===== config.mk =====
export PLATFORM = sky130hd
export DESIGN_NAME = cpm_pin_mux
export DESIGN_NICKNAME = d
export VERILOG_FILES = /design/src/rtl/cpm_pkg.sv /design/src/rtl/cpm_led_stretch.sv /design/src/rtl/cpm_pin_mux.sv
export SDC_FILE = /design/constraint.sdc
export NUM_CORES = 1
export LEC_CHECK = 0
export BUFFER_PORTS_ARGS = -buffer_cell sky130_fd_sc_hd__clkbuf_2
export CORE_ASPECT_RATIO = 2
export CORE_UTILIZATION = 60
export CTS_CLUSTER_DIAMETER = 200
export DETAILED_ROUTE_END_ITERATION = 12
export HOLD_SLACK_MARGIN = 0.05
export PLACE_DENSITY = 0.82
export SLEW_MARGIN = 20
export SYNTH_ARGS = -nofsm -noshare
export SYNTH_HDL_FRONTEND = slang
export SYNTH_HIERARCHICAL = 1
export SYNTH_SLANG_ARGS = --single-unit

===== constraint.sdc =====
create_clock -name pclk -period 3.2 [get_ports pclk]
set_input_delay 0.64 -clock pclk [delete_from_list [all_inputs] [get_ports pclk]]
set_output_delay 0.64 -clock pclk [all_outputs]
set_load 0.05 [all_outputs]

===== src/rtl/cpm_pkg.sv =====
// package for the configurable pin function mux
// ---------------------------------------------------------------
// Operation
// - each of four pins carries one selectable function; all options on all pins
// - tri-state option keeps the pin driver disabled always
// - rs485 enable asserts while the uart transmitter is sending
// - power enable low once configured, high during suspend
// - tx activity led pulses low on usb transmit
// - rx activity led pulses low on usb receive
// - traffic led pulses low on transmit or receive
// - suspend indicator low while suspended, high otherwise
// - clock outputs 24, 12, 6 mhz, stopped during suspend
// - gpio option gives individually configured bit-bang lines
// - charger detect drives high when a dedicated charger is attached
// - inverted charger detect drives the complement
// - write strobe option outputs the bit-bang write strobe
// - read strobe option outputs the bit-bang read strobe
// - bus power sense is an input used to detect vbus
// - frame toggle inverts on every start-of-frame
// - suspend inhibit input blocks suspend entry while asserted low
// - defaults: rs485 enable, rx led, tx led, suspend indicator
// - input pins weakly pulled up, optionally pulled low in suspend
// ---------------------------------------------------------------
package cpm_pkg;
	localparam int CPM_PINS = 4;
	localparam int CPM_SEL_W = 5;

	typedef enum logic [4:0] {
		CPM_TRISTATE = 5'h00,
		CPM_DRIVE_1 = 5'h01,
		CPM_DRIVE_0 = 5'h02,
		CPM_RS485_TX_ENABLE = 5'h03,
		CPM_POWER_ENABLE_N = 5'h04,
		CPM_TX_ACTIVITY_LED_N = 5'h05,
		CPM_RX_ACTIVITY_LED_N = 5'h06,
		CPM_TRAFFIC_LED_N = 5'h07,
		CPM_SUSPEND_INDICATOR_N = 5'h08,
		CPM_CLOCK_OUT_FAST = 5'h09,
		CPM_CLOCK_OUT_MID = 5'h0a,
		CPM_CLOCK_OUT_SLOW = 5'h0b,
		CPM_GPIO = 5'h0c,
		CPM_CHARGER_DETECT = 5'h0d,
		CPM_CHARGER_DETECT_N = 5'h0e,
		CPM_PARALLEL_WRITE_STROBE_N = 5'h0f,
		CPM_PARALLEL_READ_STROBE_N = 5'h10,
		CPM_BUS_POWER_SENSE = 5'h11,
		CPM_FRAME_TOGGLE = 5'h12,
		CPM_SUSPEND_INHIBIT_N = 5'h13
	} cpm_func_t;

	// register map (byte addresses)
	localparam logic [11:0] CPM_SEL_OFF = 12'h000;
	localparam logic [11:0] CPM_CTRL_OFF = 12'h004;
	localparam logic [11:0] CPM_GPIO_OFF = 12'h008;
	localparam logic [11:0] CPM_STAT_OFF = 12'h00c;
	localparam logic [11:0] CPM_PIN_OFF = 12'h010;

	// field positions
	localparam int CPM_SEL_STRIDE = 8;
	localparam int CPM_CTRL_PULLDN = 0;
	localparam int CPM_GPIO_OE_POS = 4;

	// reset values
	localparam logic [31:0] CPM_SEL_RST = 32'h08050603;
	localparam logic [31:0] CPM_CTRL_RST = 32'h00000000;
	localparam logic [7:0] CPM_GPIO_RST = 8'h00;

	// led stretch time and clock rates
	localparam int CPM_CLK_MHZ = 100;
	localparam int CPM_LED_MS = 4;
	localparam int CPM_LED_CYCLES = CPM_LED_MS * 1000 * CPM_CLK_MHZ;
	localparam int CPM_LED_W = 24;
	localparam int CPM_CLK_DIV_W = 4;

	typedef struct packed {
		logic uart_tx_busy;
		logic configured;
		logic suspended;
		logic usb_tx_event;
		logic usb_rx_event;
		logic sof_event;
		logic charger_attached;
		logic bb_write_strobe_n;
		logic bb_read_strobe_n;
		logic clk_fast;
		logic clk_mid;
		logic clk_slow;
	} cpm_core_t;

	typedef struct packed {
		logic [CPM_PINS-1:0] o;
		logic [CPM_PINS-1:0] oe;
		logic [CPM_PINS-1:0] pull_up;
		logic [CPM_PINS-1:0] pull_down;
	} cpm_pad_t;
endpackage


===== src/rtl/cpm_led_stretch.sv =====
// retriggerable low pulse stretcher for activity leds
`timescale 1ns/1ps
module cpm_led_stretch #(
	parameter int CYCLES = cpm_pkg::CPM_LED_CYCLES
) (
	input wire logic pclk,
	input wire logic presetn,
	input wire logic trigger,
	output logic led_n
);
	import cpm_pkg::*;

	typedef struct packed {
		logic [CPM_LED_W-1:0] count;
		logic led_n;
	} cpm_led_state_t;

	localparam logic [CPM_LED_W-1:0] LOAD = CPM_LED_W'(CYCLES - 1);

	cpm_led_state_t state_reg;
	cpm_led_state_t state_next;

	always_comb
	begin
		state_next = state_reg;
		if (trigger)
		begin
			state_next.count = LOAD;
			state_next.led_n = 1'b0;
		end
		else if (state_reg.count != '0)
		begin
			state_next.count = state_reg.count - 1'b1;
		end
		else
		begin
			state_next.led_n = 1'b1;
		end
	end

	always_ff @(posedge pclk or negedge presetn)
	begin
		if (!presetn)
			state_reg <= '{count: '0, led_n: 1'b1};
		else
			state_reg <= state_next;
	end

	assign led_n = state_reg.led_n;
endmodule


===== src/rtl/cpm_pin_mux.sv =====
// function mux for the four configurable pins with apb configuration
//
// Added by the designer: the placing of the registers and the APB register port.
`timescale 1ns/1ps
module cpm_pin_mux #(
	parameter int LED_CYCLES = cpm_pkg::CPM_LED_CYCLES
) (
	input wire logic pclk,
	input wire logic presetn,
	input wire logic psel,
	input wire logic penable,
	input wire logic pwrite,
	input wire logic [11:0] paddr,
	input wire logic [31:0] pwdata,
	input wire logic [3:0] pstrb,
	output logic [31:0] prdata,
	output logic pready,
	output logic pslverr,
	input wire cpm_pkg::cpm_core_t core,
	input wire logic [cpm_pkg::CPM_PINS-1:0] config_pins_in,
	output cpm_pkg::cpm_pad_t config_pins_pad,
	output logic bus_power_present,
	output logic suspend_inhibit,
	output logic [cpm_pkg::CPM_PINS-1:0] gpio_in
);
	import cpm_pkg::*;

	// ---------------------------------------------------------------
	// state
	// ---------------------------------------------------------------
	typedef struct packed {
		logic [31:0] sel;
		logic [31:0] ctrl;
		logic [7:0] gpio;
		logic [31:0] rdata;
		logic err;
		logic frame;
		logic [CPM_PINS-1:0] o;
		logic [CPM_PINS-1:0] oe;
		logic [CPM_PINS-1:0] pu;
		logic [CPM_PINS-1:0] pd;
		logic [CPM_PINS-1:0] gin;
		logic vbus;
		logic inhibit;
	} cpm_state_t;

	cpm_state_t state_reg;
	cpm_state_t state_next;

	logic tx_led_n;
	logic rx_led_n;
	logic traffic_led_n;

	function automatic logic [31:0] cpm_merge(input logic [31:0] old, input logic [31:0] wd,
		input logic [3:0] strb);
		logic [31:0] r;
		r = old;
		for (int b = 0; b < 4; b++)
			if (strb[b])
				r[b*8 +: 8] = wd[b*8 +: 8];
		return r;
	endfunction

	function automatic cpm_func_t cpm_pin_func(input logic [31:0] sel, input int p);
		return cpm_func_t'(sel[p*CPM_SEL_STRIDE +: CPM_SEL_W]);
	endfunction

	// ---------------------------------------------------------------
	// led stretchers
	// ---------------------------------------------------------------
	cpm_led_stretch #(.CYCLES(LED_CYCLES)) u_tx_led (
		.pclk(pclk),
		.presetn(presetn),
		.trigger(core.usb_tx_event),
		.led_n(tx_led_n)
	);

	cpm_led_stretch #(.CYCLES(LED_CYCLES)) u_rx_led (
		.pclk(pclk),
		.presetn(presetn),
		.trigger(core.usb_rx_event),
		.led_n(rx_led_n)
	);

	cpm_led_stretch #(.CYCLES(LED_CYCLES)) u_traffic_led (
		.pclk(pclk),
		.presetn(presetn),
		.trigger(core.usb_tx_event | core.usb_rx_event),
		.led_n(traffic_led_n)
	);

	// ---------------------------------------------------------------
	// next state
	// ---------------------------------------------------------------
	always_comb
	begin
		logic setup;
		logic is_in;
		logic vb;
		logic inh;
		cpm_func_t f;
		logic [31:0] merged;
		setup = 1'b0;
		is_in = 1'b0;
		vb = 1'b0;
		inh = 1'b0;
		f = CPM_TRISTATE;
		merged = '0;
		state_next = state_reg;

		// apb: answer in setup cycle so access phase completes at once
		setup = psel && !penable;
		if (setup)
		begin
			state_next.err = 1'b0;
			state_next.rdata = '0;
			case (paddr)
				CPM_SEL_OFF:
				begin
					if (pwrite)
						state_next.sel = cpm_merge(state_reg.sel, pwdata, pstrb);
					state_next.rdata = state_reg.sel;
				end
				CPM_CTRL_OFF:
				begin
					if (pwrite)
					begin
						// only the pull-down enable bit is kept
						merged = cpm_merge(state_reg.ctrl, pwdata, pstrb);
						state_next.ctrl = '0;
						state_next.ctrl[CPM_CTRL_PULLDN] = merged[CPM_CTRL_PULLDN];
					end
					state_next.rdata = state_reg.ctrl;
				end
				CPM_GPIO_OFF:
				begin
					if (pwrite && pstrb[0])
						state_next.gpio = pwdata[7:0];
					state_next.rdata = {24'h0, state_reg.gpio};
				end
				CPM_STAT_OFF:
				begin
					state_next.rdata = {24'h0, state_reg.gin, 2'b00, state_reg.inhibit,
						state_reg.vbus};
					state_next.err = pwrite;
				end
				CPM_PIN_OFF:
				begin
					state_next.rdata = {16'h0, state_reg.o, state_reg.oe, state_reg.pu,
						state_reg.pd};
					state_next.err = pwrite;
				end
				default:
				begin
					state_next.err = 1'b1;
				end
			endcase
		end

		// frame-start square wave
		if (core.sof_event)
			state_next.frame = !state_reg.frame;

		for (int p = 0; p < CPM_PINS; p++)
		begin
			f = cpm_pin_func(state_reg.sel, p);
			is_in = 1'b0;
			state_next.o[p] = 1'b0;
			state_next.oe[p] = 1'b1;
			case (f)
				CPM_TRISTATE:
				begin
					state_next.oe[p] = 1'b0;
				end
				CPM_DRIVE_1:
					state_next.o[p] = 1'b1;
				CPM_DRIVE_0:
					state_next.o[p] = 1'b0;
				CPM_RS485_TX_ENABLE:
					state_next.o[p] = core.uart_tx_busy;
				CPM_POWER_ENABLE_N:
					state_next.o[p] = !(core.configured && !core.suspended);
				CPM_TX_ACTIVITY_LED_N:
					state_next.o[p] = tx_led_n;
				CPM_RX_ACTIVITY_LED_N:
					state_next.o[p] = rx_led_n;
				CPM_TRAFFIC_LED_N:
					state_next.o[p] = traffic_led_n;
				CPM_SUSPEND_INDICATOR_N:
					state_next.o[p] = !core.suspended;
				CPM_CLOCK_OUT_FAST:
					state_next.o[p] = core.clk_fast && !core.suspended;
				CPM_CLOCK_OUT_MID:
					state_next.o[p] = core.clk_mid && !core.suspended;
				CPM_CLOCK_OUT_SLOW:
					state_next.o[p] = core.clk_slow && !core.suspended;
				CPM_GPIO:
				begin
					// per-pin direction and level from the gpio register
					state_next.oe[p] = state_reg.gpio[CPM_GPIO_OE_POS + p];
					state_next.o[p] = state_reg.gpio[p];
					is_in = !state_reg.gpio[CPM_GPIO_OE_POS + p];
				end
				CPM_CHARGER_DETECT:
					state_next.o[p] = core.charger_attached;
				CPM_CHARGER_DETECT_N:
					state_next.o[p] = !core.charger_attached;
				CPM_PARALLEL_WRITE_STROBE_N:
					state_next.o[p] = core.bb_write_strobe_n;
				CPM_PARALLEL_READ_STROBE_N:
					state_next.o[p] = core.bb_read_strobe_n;
				CPM_BUS_POWER_SENSE:
				begin
					state_next.oe[p] = 1'b0;
					is_in = 1'b1;
					vb = vb | config_pins_in[p];
				end
				CPM_FRAME_TOGGLE:
					state_next.o[p] = state_reg.frame;
				CPM_SUSPEND_INHIBIT_N:
				begin
					state_next.oe[p] = 1'b0;
					is_in = 1'b1;
					inh = inh | !config_pins_in[p];
				end
				default:
				begin
					state_next.oe[p] = 1'b0;
				end
			endcase
			// input pins: weak pull-up, or weak pull-down in suspend when enabled
			state_next.pd[p] = is_in && state_reg.ctrl[CPM_CTRL_PULLDN] && core.suspended;
			state_next.pu[p] = is_in && !state_next.pd[p];
			state_next.gin[p] = (f == CPM_GPIO) ? config_pins_in[p] : 1'b0;
		end
		state_next.vbus = vb;
		state_next.inhibit = inh;
	end

	// ---------------------------------------------------------------
	// registers
	// ---------------------------------------------------------------
	always_ff @(posedge pclk or negedge presetn)
	begin
		if (!presetn)
		begin
			state_reg <= '0;
			state_reg.sel <= CPM_SEL_RST;
			state_reg.ctrl <= CPM_CTRL_RST;
			state_reg.gpio <= CPM_GPIO_RST;
		end
		else
		begin
			state_reg <= state_next;
		end
	end

	// ---------------------------------------------------------------
	// outputs
	// ---------------------------------------------------------------
	assign pready = psel && penable;
	assign prdata = state_reg.rdata;
	assign pslverr = psel && penable && state_reg.err;
	assign config_pins_pad.o = state_reg.o;
	assign config_pins_pad.oe = state_reg.oe;
	assign config_pins_pad.pull_up = state_reg.pu;
	assign config_pins_pad.pull_down = state_reg.pd;
	assign bus_power_present = state_reg.vbus;
	assign suspend_inhibit = state_reg.inhibit;
	assign gpio_in = state_reg.gin;
endmodule


==> impl_metrics.toml, run 1 <==
[status]
status = "completed"

[clock_network]
h-tree-depth = 4
cts_max_path_buffers = 2
cts-root-buf = "clkbuf_16"
cts_hold_buffers = 0
postCtsSetupRepairBufs = 0
tritoncts = "yes"
clock_sinks = 172
clock_latency_ps = 430
cts_buffers = 17
cts.repair.resized = 0
path_clk_slew_ps = 60

[sta]
finalCriticalPeriod_ps = 2290
finalWorstSetupSlack_ps = 908
final_max_slew_viol_count = 0
finalCritPeriodShare = 0.716
grt_setup_unrepaired = "no"
fin_worst_skew_ps = 9.51
hold_viol_final = 0
setup_tns_ps = 0
tightest_slew_ps = 729
setup_viol = 0
fmax_ghz = 0.436
max_slew_margin = 0.514

[worst_setup_path]
slowest_delay_ps = 620
crit_chain = "clkbuf_2 -> nor4_2 -> nand3_1 -> nor3_4 -> nand3_2 -> mux2_2"
critPathBufInv = 1
critPathCaptureType = "flip-flop"
worstSetupStartpointType = "input port"
crit_fanout = 9
cp_top_family = "simple AND/OR/NAND/NOR gates"
cp_data_required_time_ps = 3510
slowest_stage = "nor3_4"
crit_arrival_ps = 2600
path_class = "input port to flip-flop"
r2r_slack_ps = 920

[place]
placement.io_buffers = 124
placed_area_sq_um = 9890
dpl.hpwl_um = 16300
place.gp.congestion = 0.885
dp_slack_ps = 493

[cells_and_area]
fin_area_sq_um = 10500
diodes = 0
mostFrequentLayoutCells = "dfrtp_1 (162), clkbuf_2 (123), nor2_1 (81)"
utilization = 0.681
layout_commonest_cell = "dfrtp_1"
fillers = 1177
syn_to_final_growth_pct = 10.1
largest_register_ffs = 43
regArea_sq_um = 4320
drive_gt1_frac = 0.269
multi_input_area_sq_um = 4540
layout.nets = 1051

[run]
cap_violations = 0

[logic_synthesis]
synth_flop_cell = "dfrtp_1"
syn_inst = 921
ys_types = 71
yosysSeqAreaShare = 0.452
ys_ff_latch = 172
yosys_warnings = 6
synth.net_count = 996
async_flop_share = 1.00
syn_area_sq_um = 9560
avgSynthCellArea_sq_um = 10.4
synth_edf_count = 0

[die]
dieWidth_um = 91.3
start_util = 0.619
coreArea_sq_um = 15500
rows = 64
die_area_sq_um = 16500
dieHeight_um = 181
io-pin-count = 125

[drt]
drc = 0
drt_iter0_drc = 392
vias_per_cell = 6.19
firstDrtPassIters = 6
drt-total-wl_um = 22800
ant_nets = 0
avgRoutedWirePerCell_um = 19.2
vias = 7345

[power_and_ir_drop]
pwr-share-comb = 0.049
p_int_uw = 3640
total_power_uw = 4680
vdd_drop_max_mv = 0.354
p_sw_uw = 1040
switching_share = 0.221
clockPowerShare = 0.477
p_leak_uw = 0.00450
power.share.sequential = 0.474
power_density_nw_per_um2 = 445

[grt]
grt_max_degree = 69
overflow = 0
grt_pass1_wl_um = 37000
grtUsageTotal = 0.290
first_global_vias = 7484
antenna_found_initial = 0

[hold_path]
hp-class = "input port to async pin"
[routing by layer]
| metal | wire length (um) | track usage |
|---|---|---|
| met5 | 0 | 0 |
| met4 | 1430 | 0.187 |
| met3 | 1080 | 0.0633 |
| met2 | 12500 | 0.539 |
| met1 | 7790 | 0.283 |
[Yosys cell counts (7+ instances only)]
cell type    n  area share
a22o_1      16       0.015
or4_4        7      0.0082
nor2b_1      7      0.0046
nor3_1      49       0.026
a31oi_1      7      0.0046
a21oi_1     32       0.017
a211oi_1    10      0.0079
o31ai_1     12      0.0094
o21ai_0     42       0.022
mux2i_1     32       0.034
dfstp_2     10       0.027
nor2_1      81       0.032
mux2_2      42       0.049
and3_1       8      0.0052
dfrtp_1    162        0.42
nand3_1     14      0.0073
inv_1       23      0.0090
nand2_1     46       0.018
nand2b_1    26       0.017
a2111oi_0    8      0.0073
o211ai_1    14       0.011
xor2_1      19       0.017
xnor2_1     33       0.030
nor4_1      14      0.0092
buf_4       52       0.041
nand3b_1     8      0.0063
clkbuf_1    28       0.011
[through the flow]
| step | hold WS, ps | instances |
|---|---|---|
| 5_1_grt | 151 | 1187 |
| 6_report | 131 | 1187 |
| 3_5_place_dp | 474 | 1155 |
| 4_1_cts | 138 | 1187 |
| 2_1_floorplan | 344 | 921 |
| 3_3_place_gp | 464 | 1155 |
[area by class of cell]
class / instances / area share
well taps: 198 / 0.0235
flip-flops and latches: 172 / 0.410
inverters: 23 / 0.00820
repair buffers: 131 / 0.0657
clock inverters: 9 / 0.0152
clock buffers: 23 / 0.0454
multi-input cells: 631 / 0.432
[worst paths after layout]
path,from,to,depth (start not counted)
min in group pclk,core[6],state_reg[22],2
max in group asynchronous,presetn,u_tx_led/led_n,2
setup reg to reg,u_traffic_led/state_reg[1],u_traffic_led/state_reg[14],7
hold reg to reg,prdata[14],prdata[14],2
hold / removal,presetn,config_pins_pad[12],1
setup / recovery,paddr[7],state_reg[125],6
[power by group through the flow]
stage	Combinational, uW	Clock (uW)	Sequential (uW)
2_1_floorplan	105	0	2250
3_3_place_gp	227	0	2250
3_5_place_dp	230	0	2250
4_1_cts	232	2260	2210
5_1_grt	253	2350	2210
6_report	230	2230	2220
[cells by family after synthesis]
kind of cell / Yosys count / share of synthesized area
XOR/XNOR: 52 / 0.0476
AND/OR/NAND/NOR: 327 / 0.211
multiplexers: 79 / 0.0920
AO/OA/AOI/OAI: 167 / 0.117
adder cells (fa/ha/maj): 6 / 0.00785
flip-flops: 172 / 0.452
buffers and inverters: 118 / 0.0730
Power figures use the tool's default switching activity.
==> inputs of run 2 (changes only) <==
--- a/config.mk
+++ b/config.mk
@@ -7,11 +7,11 @@
 export LEC_CHECK = 0
 export BUFFER_PORTS_ARGS = -buffer_cell sky130_fd_sc_hd__clkbuf_2
 export CORE_ASPECT_RATIO = 2
-export CORE_UTILIZATION = 60
+export CORE_UTILIZATION = 59
 export CTS_CLUSTER_DIAMETER = 200
 export DETAILED_ROUTE_END_ITERATION = 12
 export HOLD_SLACK_MARGIN = 0.05
-export PLACE_DENSITY = 0.82
+export PLACE_DENSITY = 0.81
 export SLEW_MARGIN = 20
 export SYNTH_ARGS = -nofsm -noshare
 export SYNTH_HDL_FRONTEND = slang
==> constraint.sdc (replaced) <==
create_clock -name pclk -period 2.25 [get_ports pclk]
set_input_delay 0.45 -clock pclk [delete_from_list [all_inputs] [get_ports pclk]]
set_output_delay 0.45 -clock pclk [all_outputs]
set_load 0.05 [all_outputs]
==> run 2 against run 1 <==
Compared with the run above:
- hold slack better by 49 ps
- clock skew about the same
- clock power increased by 29%
- largest cell class unchanged
- combinational power rose by 50%
- highest routed layer unchanged
- setup slack worse by 790 ps
- global-route usage down 0.38 points
- critical path depth decreased by 1
- register-to-register slack worse by 800 ps
- routed wire length rose by 1.0%
- critical path type is now flip-flop to flip-flop
- final cell count rose by 2.5%
==> impl_metrics.toml, run 2 (synthesis results as in run 1) <==
[clock_network]
path_clk_slew_ps = 70
postCtsSetupRepairBufs = 0
clock_latency_ps = 440
tritoncts = "yes"
cts_buffers = 17
clock_sinks = 172
cts_max_path_buffers = 2
h-tree-depth = 4
cts-root-buf = "clkbuf_16"
cts.repair.resized = 0

[worst_setup_path]
crit_cells = 5
crit_arrival_ps = 2430
r2r-end = "u_traffic_led/state_reg[23]"
worstReg2RegStart = "u_traffic_led/state_reg[13]"
crit_fanout = 6
r2r_slack_ps = 120
cp_top_family = "simple AND/OR/NAND/NOR gates"
critPathCaptureType = "flip-flop"
critPathBufInv = 0
cp_data_required_time_ps = 2550
reg2reg_depth = 5
path_class = "flip-flop to flip-flop"
slowest_stage = "or4_4"
cpMostUsedCell = "or4_4"
crit_chain = "or4_4 -> or4_4 -> nor4b_4 -> xnor2_1 -> nor2_1"
slowest_delay_ps = 560
worstSetupStartpointType = "flip-flop"

[drt]
vias_per_cell = 6.08
drt-total-wl_um = 23100
vias = 7400
avgRoutedWirePerCell_um = 18.9
ant_nets = 0
firstDrtPassIters = 4
drt_iter0_drc = 277
drc = 0

[hold_path]
hold_path_end = "state_reg[22]"
hold_path_depth = 2
hold_start = "core[6]"
hp-class = "input port to flip-flop"

[sta]
finalCriticalPeriod_ps = 2130
fmax_ghz = 0.470
setup_tns_ps = 0
max_slew_margin = 0.605
setup_viol = 0
fin_worst_skew_ps = 9.79
final_max_slew_viol_count = 0
finalCritPeriodShare = 0.946
grt_setup_unrepaired = "no"
tightest_slew_ps = 592
hold_viol_final = 0

[power_and_ir_drop]
power_density_nw_per_um2 = 595
p_leak_uw = 0.00460
vdd_drop_max_mv = 0.488

[status]
status = "completed"

[grt]
grtUsageTotal = 0.287
grt_max_degree = 61
first_global_vias = 7450
overflow = 0
grt_pass1_wl_um = 37100
antenna_found_initial = 0

[place]
placed_area_sq_um = 10100
placement.io_buffers = 124
place.gp.congestion = 0.883
dpl.hpwl_um = 16800

[die]
rows = 65
io-pin-count = 125
coreArea_sq_um = 15800
start_util = 0.606
die_area_sq_um = 16700
dieWidth_um = 92.0
dieHeight_um = 182

[cells_and_area]
drive_gt1_frac = 0.289
layout.nets = 1078
fin_area_sq_um = 10700
diodes = 0
syn_to_final_growth_pct = 12.0
layout_commonest_cell = "dfrtp_1"
mostFrequentLayoutCells = "dfrtp_1 (162), clkbuf_2 (123), nor2_1 (81)"
largest_register_ffs = 43

[run]
cap_violations = 0
## run 2: through the flow
step / setup slack [ps] / cells / power, uW / utilization / hold slack (ps)
floorplan: 229 / 921 / 3340 / - / 154
global route: 18.5 / 1217 / 6580 / 0.679 / 184
finish: 120 / 1217 / 6370 / 0.679 / 180
global placement: 86.8 / 1184 / 3550 / 0.642 / 463
detailed placement: 61.5 / 1184 / 3560 / 0.642 / 468
CTS: 107 / 1217 / 6420 / 0.679 / 166
## run 2: cell type report
class / count / area [sq um]
Fill cell: 1246 / 5070
Multi-Input combinational cell: 631 / 4540
Clock inverter: 13 / 133
Tap cell: 201 / 251
Sequential cell: 172 / 4320
Inverter: 23 / 86.3
Clock buffer: 19 / 443
Timing Repair Buffer: 158 / 935
## run 2: routing by layer
layer,wire length (um),global-route usage,vias up
li1,-,-,3433
met3,946,0.0511,66
met2,13100,0.546,227
met4,1040,0.150,0
met1,7990,0.288,3674
met5,0,0,-
## run 2: worst max path at each step
stage,start,to,slack (ps)
final,u_traffic_led/state_reg[13],u_traffic_led/state_reg[23],120
after global routing,u_tx_led/state_reg[13],u_tx_led/state_reg[24],20
after CTS,u_rx_led/state_reg[13],u_rx_led/state_reg[21],110
after detailed placement,paddr[7],state_reg[124],60
after global placement,paddr[7],state_reg[121],90
after floorplan,u_traffic_led/state_reg[13],u_traffic_led/state_reg[23],230
## run 2: repair_timing
action,in CTS,in global routing
hold buffers,1,0
hold endpoints to repair,46,0
setup endpoints to repair,0,0
## run 2: worst register-to-register path: stages, from the launching register on
cell	delay, ps
dfrtp_1	430
or4_4	560
or4_4	550
nor4b_4	240
xnor2_1	160
nor2_1	60
## run 2: where the power goes
group,internal [uW],switching (uW),total (uW)
Sequential,3110,39.5,3150
Clock,1580,1290,2870
Combinational,125,221,346
==> inputs of run 3 (changes only) <==
--- a/config.mk
+++ b/config.mk
@@ -5,12 +5,14 @@
 export SDC_FILE = /design/constraint.sdc
 export NUM_CORES = 1
 export LEC_CHECK = 0
+export ABC_AREA = 1
 export BUFFER_PORTS_ARGS = -buffer_cell sky130_fd_sc_hd__clkbuf_2
 export CORE_ASPECT_RATIO = 2
 export CORE_UTILIZATION = 59
 export CTS_CLUSTER_DIAMETER = 200
 export DETAILED_ROUTE_END_ITERATION = 12
 export HOLD_SLACK_MARGIN = 0.05
+export MAX_ROUTING_LAYER = met4
 export PLACE_DENSITY = 0.81
 export SLEW_MARGIN = 20
 export SYNTH_ARGS = -nofsm -noshare
==> run 3 against run 2 <==
Compared with the run above:
- fmax increased by 13%
- highest routed layer unchanged
- sequential power about the same
- cell area increased by 7.7%
- power increased by 1.0%
- largest power group unchanged
- sequential share of layout area decreased by 2.9 points
- count of clock-buffer cells in the layout increased by 1
- critical path depth decreased by 2
- global-route usage increased by 5.6 points
- synthesized cell count increased by 54%
==> impl_metrics.toml, run 3 <==
[power_and_ir_drop]
power_density_nw_per_um2 = 558
p_leak_uw = 0.00553
vdd_drop_max_mv = 0.513
total_power_uw = 6440

[logic_synthesis]
synth_edf_count = 0
async_flop_share = 1.00
yosysSeqAreaShare = 0.409
yosys_warnings = 6
syn_inst = 1414
synth_largest_area_cell = "dfrtp_1"
synth_flop_cell = "dfrtp_1"
synthTopCellsByArea = "dfrtp_1 (38%), nand2_1 (11%), nand3_1 (9.4%)"
yosysTopAreaCellShare = 0.385
syn_area_sq_um = 10500
avgSynthCellArea_sq_um = 7.46
netlist_top_cells_count = "nand2_1 (302), nor2_1 (198), nand3_1 (197), dfrtp_1 (162), inv_1 (126)"
ys_types = 44
yosysMostFrequentCell = "nand2_1"
ys_ff_latch = 172
synth.net_count = 1489

[clock_network]
clock_latency_ps = 430
cts_max_path_buffers = 2
clock_sinks = 172
cts.repair.resized = 0
h-tree-depth = 4
cts-root-buf = "clkbuf_16"
tritoncts = "yes"
cts_buffers = 17
postCtsSetupRepairBufs = 0
path_clk_slew_ps = 60

[sta]
final_max_slew_viol_count = 0
grt_setup_unrepaired = "no"
setup_tns_ps = 0
hold_viol_final = 0
max_slew_margin = 0.359
tightest_slew_ps = 954
finalCriticalPeriod_ps = 1880
setup_viol = 0
fmax_ghz = 0.532
fin_worst_skew_ps = 13.6
finalWorstSetupSlack_ps = 371
finalCritPeriodShare = 0.835

[worst_setup_path]
worstReg2RegStart = "state_reg[113]"
critPathCaptureType = "flip-flop"
startpoint = "state_reg[113]"
crit_arrival_ps = 2100
path_class = "flip-flop to flip-flop"
r2r-end = "gpio_in[2]"
reg2reg_depth = 3
cp_data_required_time_ps = 2470
worstSetupStartpointType = "flip-flop"
r2r_slack_ps = 370
crit_fanout = 7

[cells_and_area]
mostFrequentLayoutCells = "nand2_1 (302), nor2_1 (198), nand3_1 (197)"
layout_commonest_cell = "nand2_1"
drive_gt1_frac = 0.198
layout.nets = 1558
fin_cells = 1706
largest_register_ffs = 43
syn_to_final_growth_pct = 9.35
diodes = 0

[die]
dieWidth_um = 96.5
io-pin-count = 125
die_area_sq_um = 18400
start_util = 0.607
dieHeight_um = 191
coreArea_sq_um = 17400
rows = 68

[hold_path]
hold_path_depth = 2
hold_path_end = "state_reg[22]"
hp-class = "input port to flip-flop"
hold_start = "core[6]"

[grt]
antenna_found_initial = 0
grtUsageTotal = 0.343
grt_max_degree = 54
first_global_vias = 9691
grt_pass1_wl_um = 46100
overflow = 0

[drt]
drt_iter0_drc = 527
vias_per_cell = 5.68
drt-total-wl_um = 28600
avgRoutedWirePerCell_um = 16.8
vias = 9695
ant_nets = 0
firstDrtPassIters = 5
drc = 0

[place]
placement.io_buffers = 124
dp_slack_ps = 318
place.gp.congestion = 0.991
dpl.hpwl_um = 22000
dp_cells = 1673

[run]
cap_violations = 0

[status]
status = "completed"
[run 3: cell types whose count changed in the layout (fill, tap and decap cells not counted), sizes merged, moves of 35 or more]
| cell | change |
|---|---|
| nand2 | +266 |
| nand4 | +35 |
| mux2 | -45 |
| nand3 | +180 |
| nor2 | +188 |
| inv | +108 |
[run 3: area by class of cell]
type / instances / area (sq um)
clock buffers: 20 / 447
multi-input cells: 1017 / 5090
inverters: 136 / 510
flip-flops and latches: 172 / 4320
repair buffers: 139 / 767
clock inverters: 12 / 136
fillers: 1562 / 5830
well taps: 210 / 263
[run 3: logic make-up (layout without fill, tap and decap cells)]
group           Yosys count  after routing  share of synthesized area
xor+xnor                  7              7                    0.00582
simple gates            870            870                      0.395
compound gates          134            134                     0.0748
buf+inv                 225            307                      0.108
fa+ha+maj                 6              6                    0.00712
flops                   172            172                      0.409
[run 3: stage by stage]
stage               area (sq um)   util  hold slack (ps)
floorplan                  10500      -              154
global placement           10900  0.630              361
detailed placement         10900  0.630              363
CTS                        11500  0.664              206
global route               11500  0.664              205
finish                     11500  0.664              222
[run 3: where the power goes]
part	leakage, uW	total, uW	switching (uW)	internal [uW]
registers	0.00217	3140	28.4	3110
clock network	0.000277	2950	1270	1680
logic	0.00308	345	245	99.5
[run 3: critical path, cell delays in order, from the launching register on]
cell and delay [ps]:
dfrtp_1 470, nor2_1 280, inv_1 140, nor3_1 790
[run 3: metal layers]
metal / part of all wire / track usage
met5: 0 / -
met4: 0.073 / 0.248
met3: 0.054 / 0.0613
met2: 0.54 / 0.602
met1: 0.33 / 0.322
[run 3: timing repair]
action | CTS | global route
endpoints found under the setup margin | 0 | 0
endpoints found under the hold margin | 29 | 0
hold buffers | 1 | 0
[run 3: worst max path at each step]
stage,endpoint,slack (ps),cells after the start
final,gpio_in[2],370,3
after global routing,u_traffic_led/state_reg[10],240,7
after CTS,u_tx_led/state_reg[10],470,7
after detailed placement,state_reg[103],320,8
after global placement,state_reg[98],410,8
after floorplan,pslverr,650,2
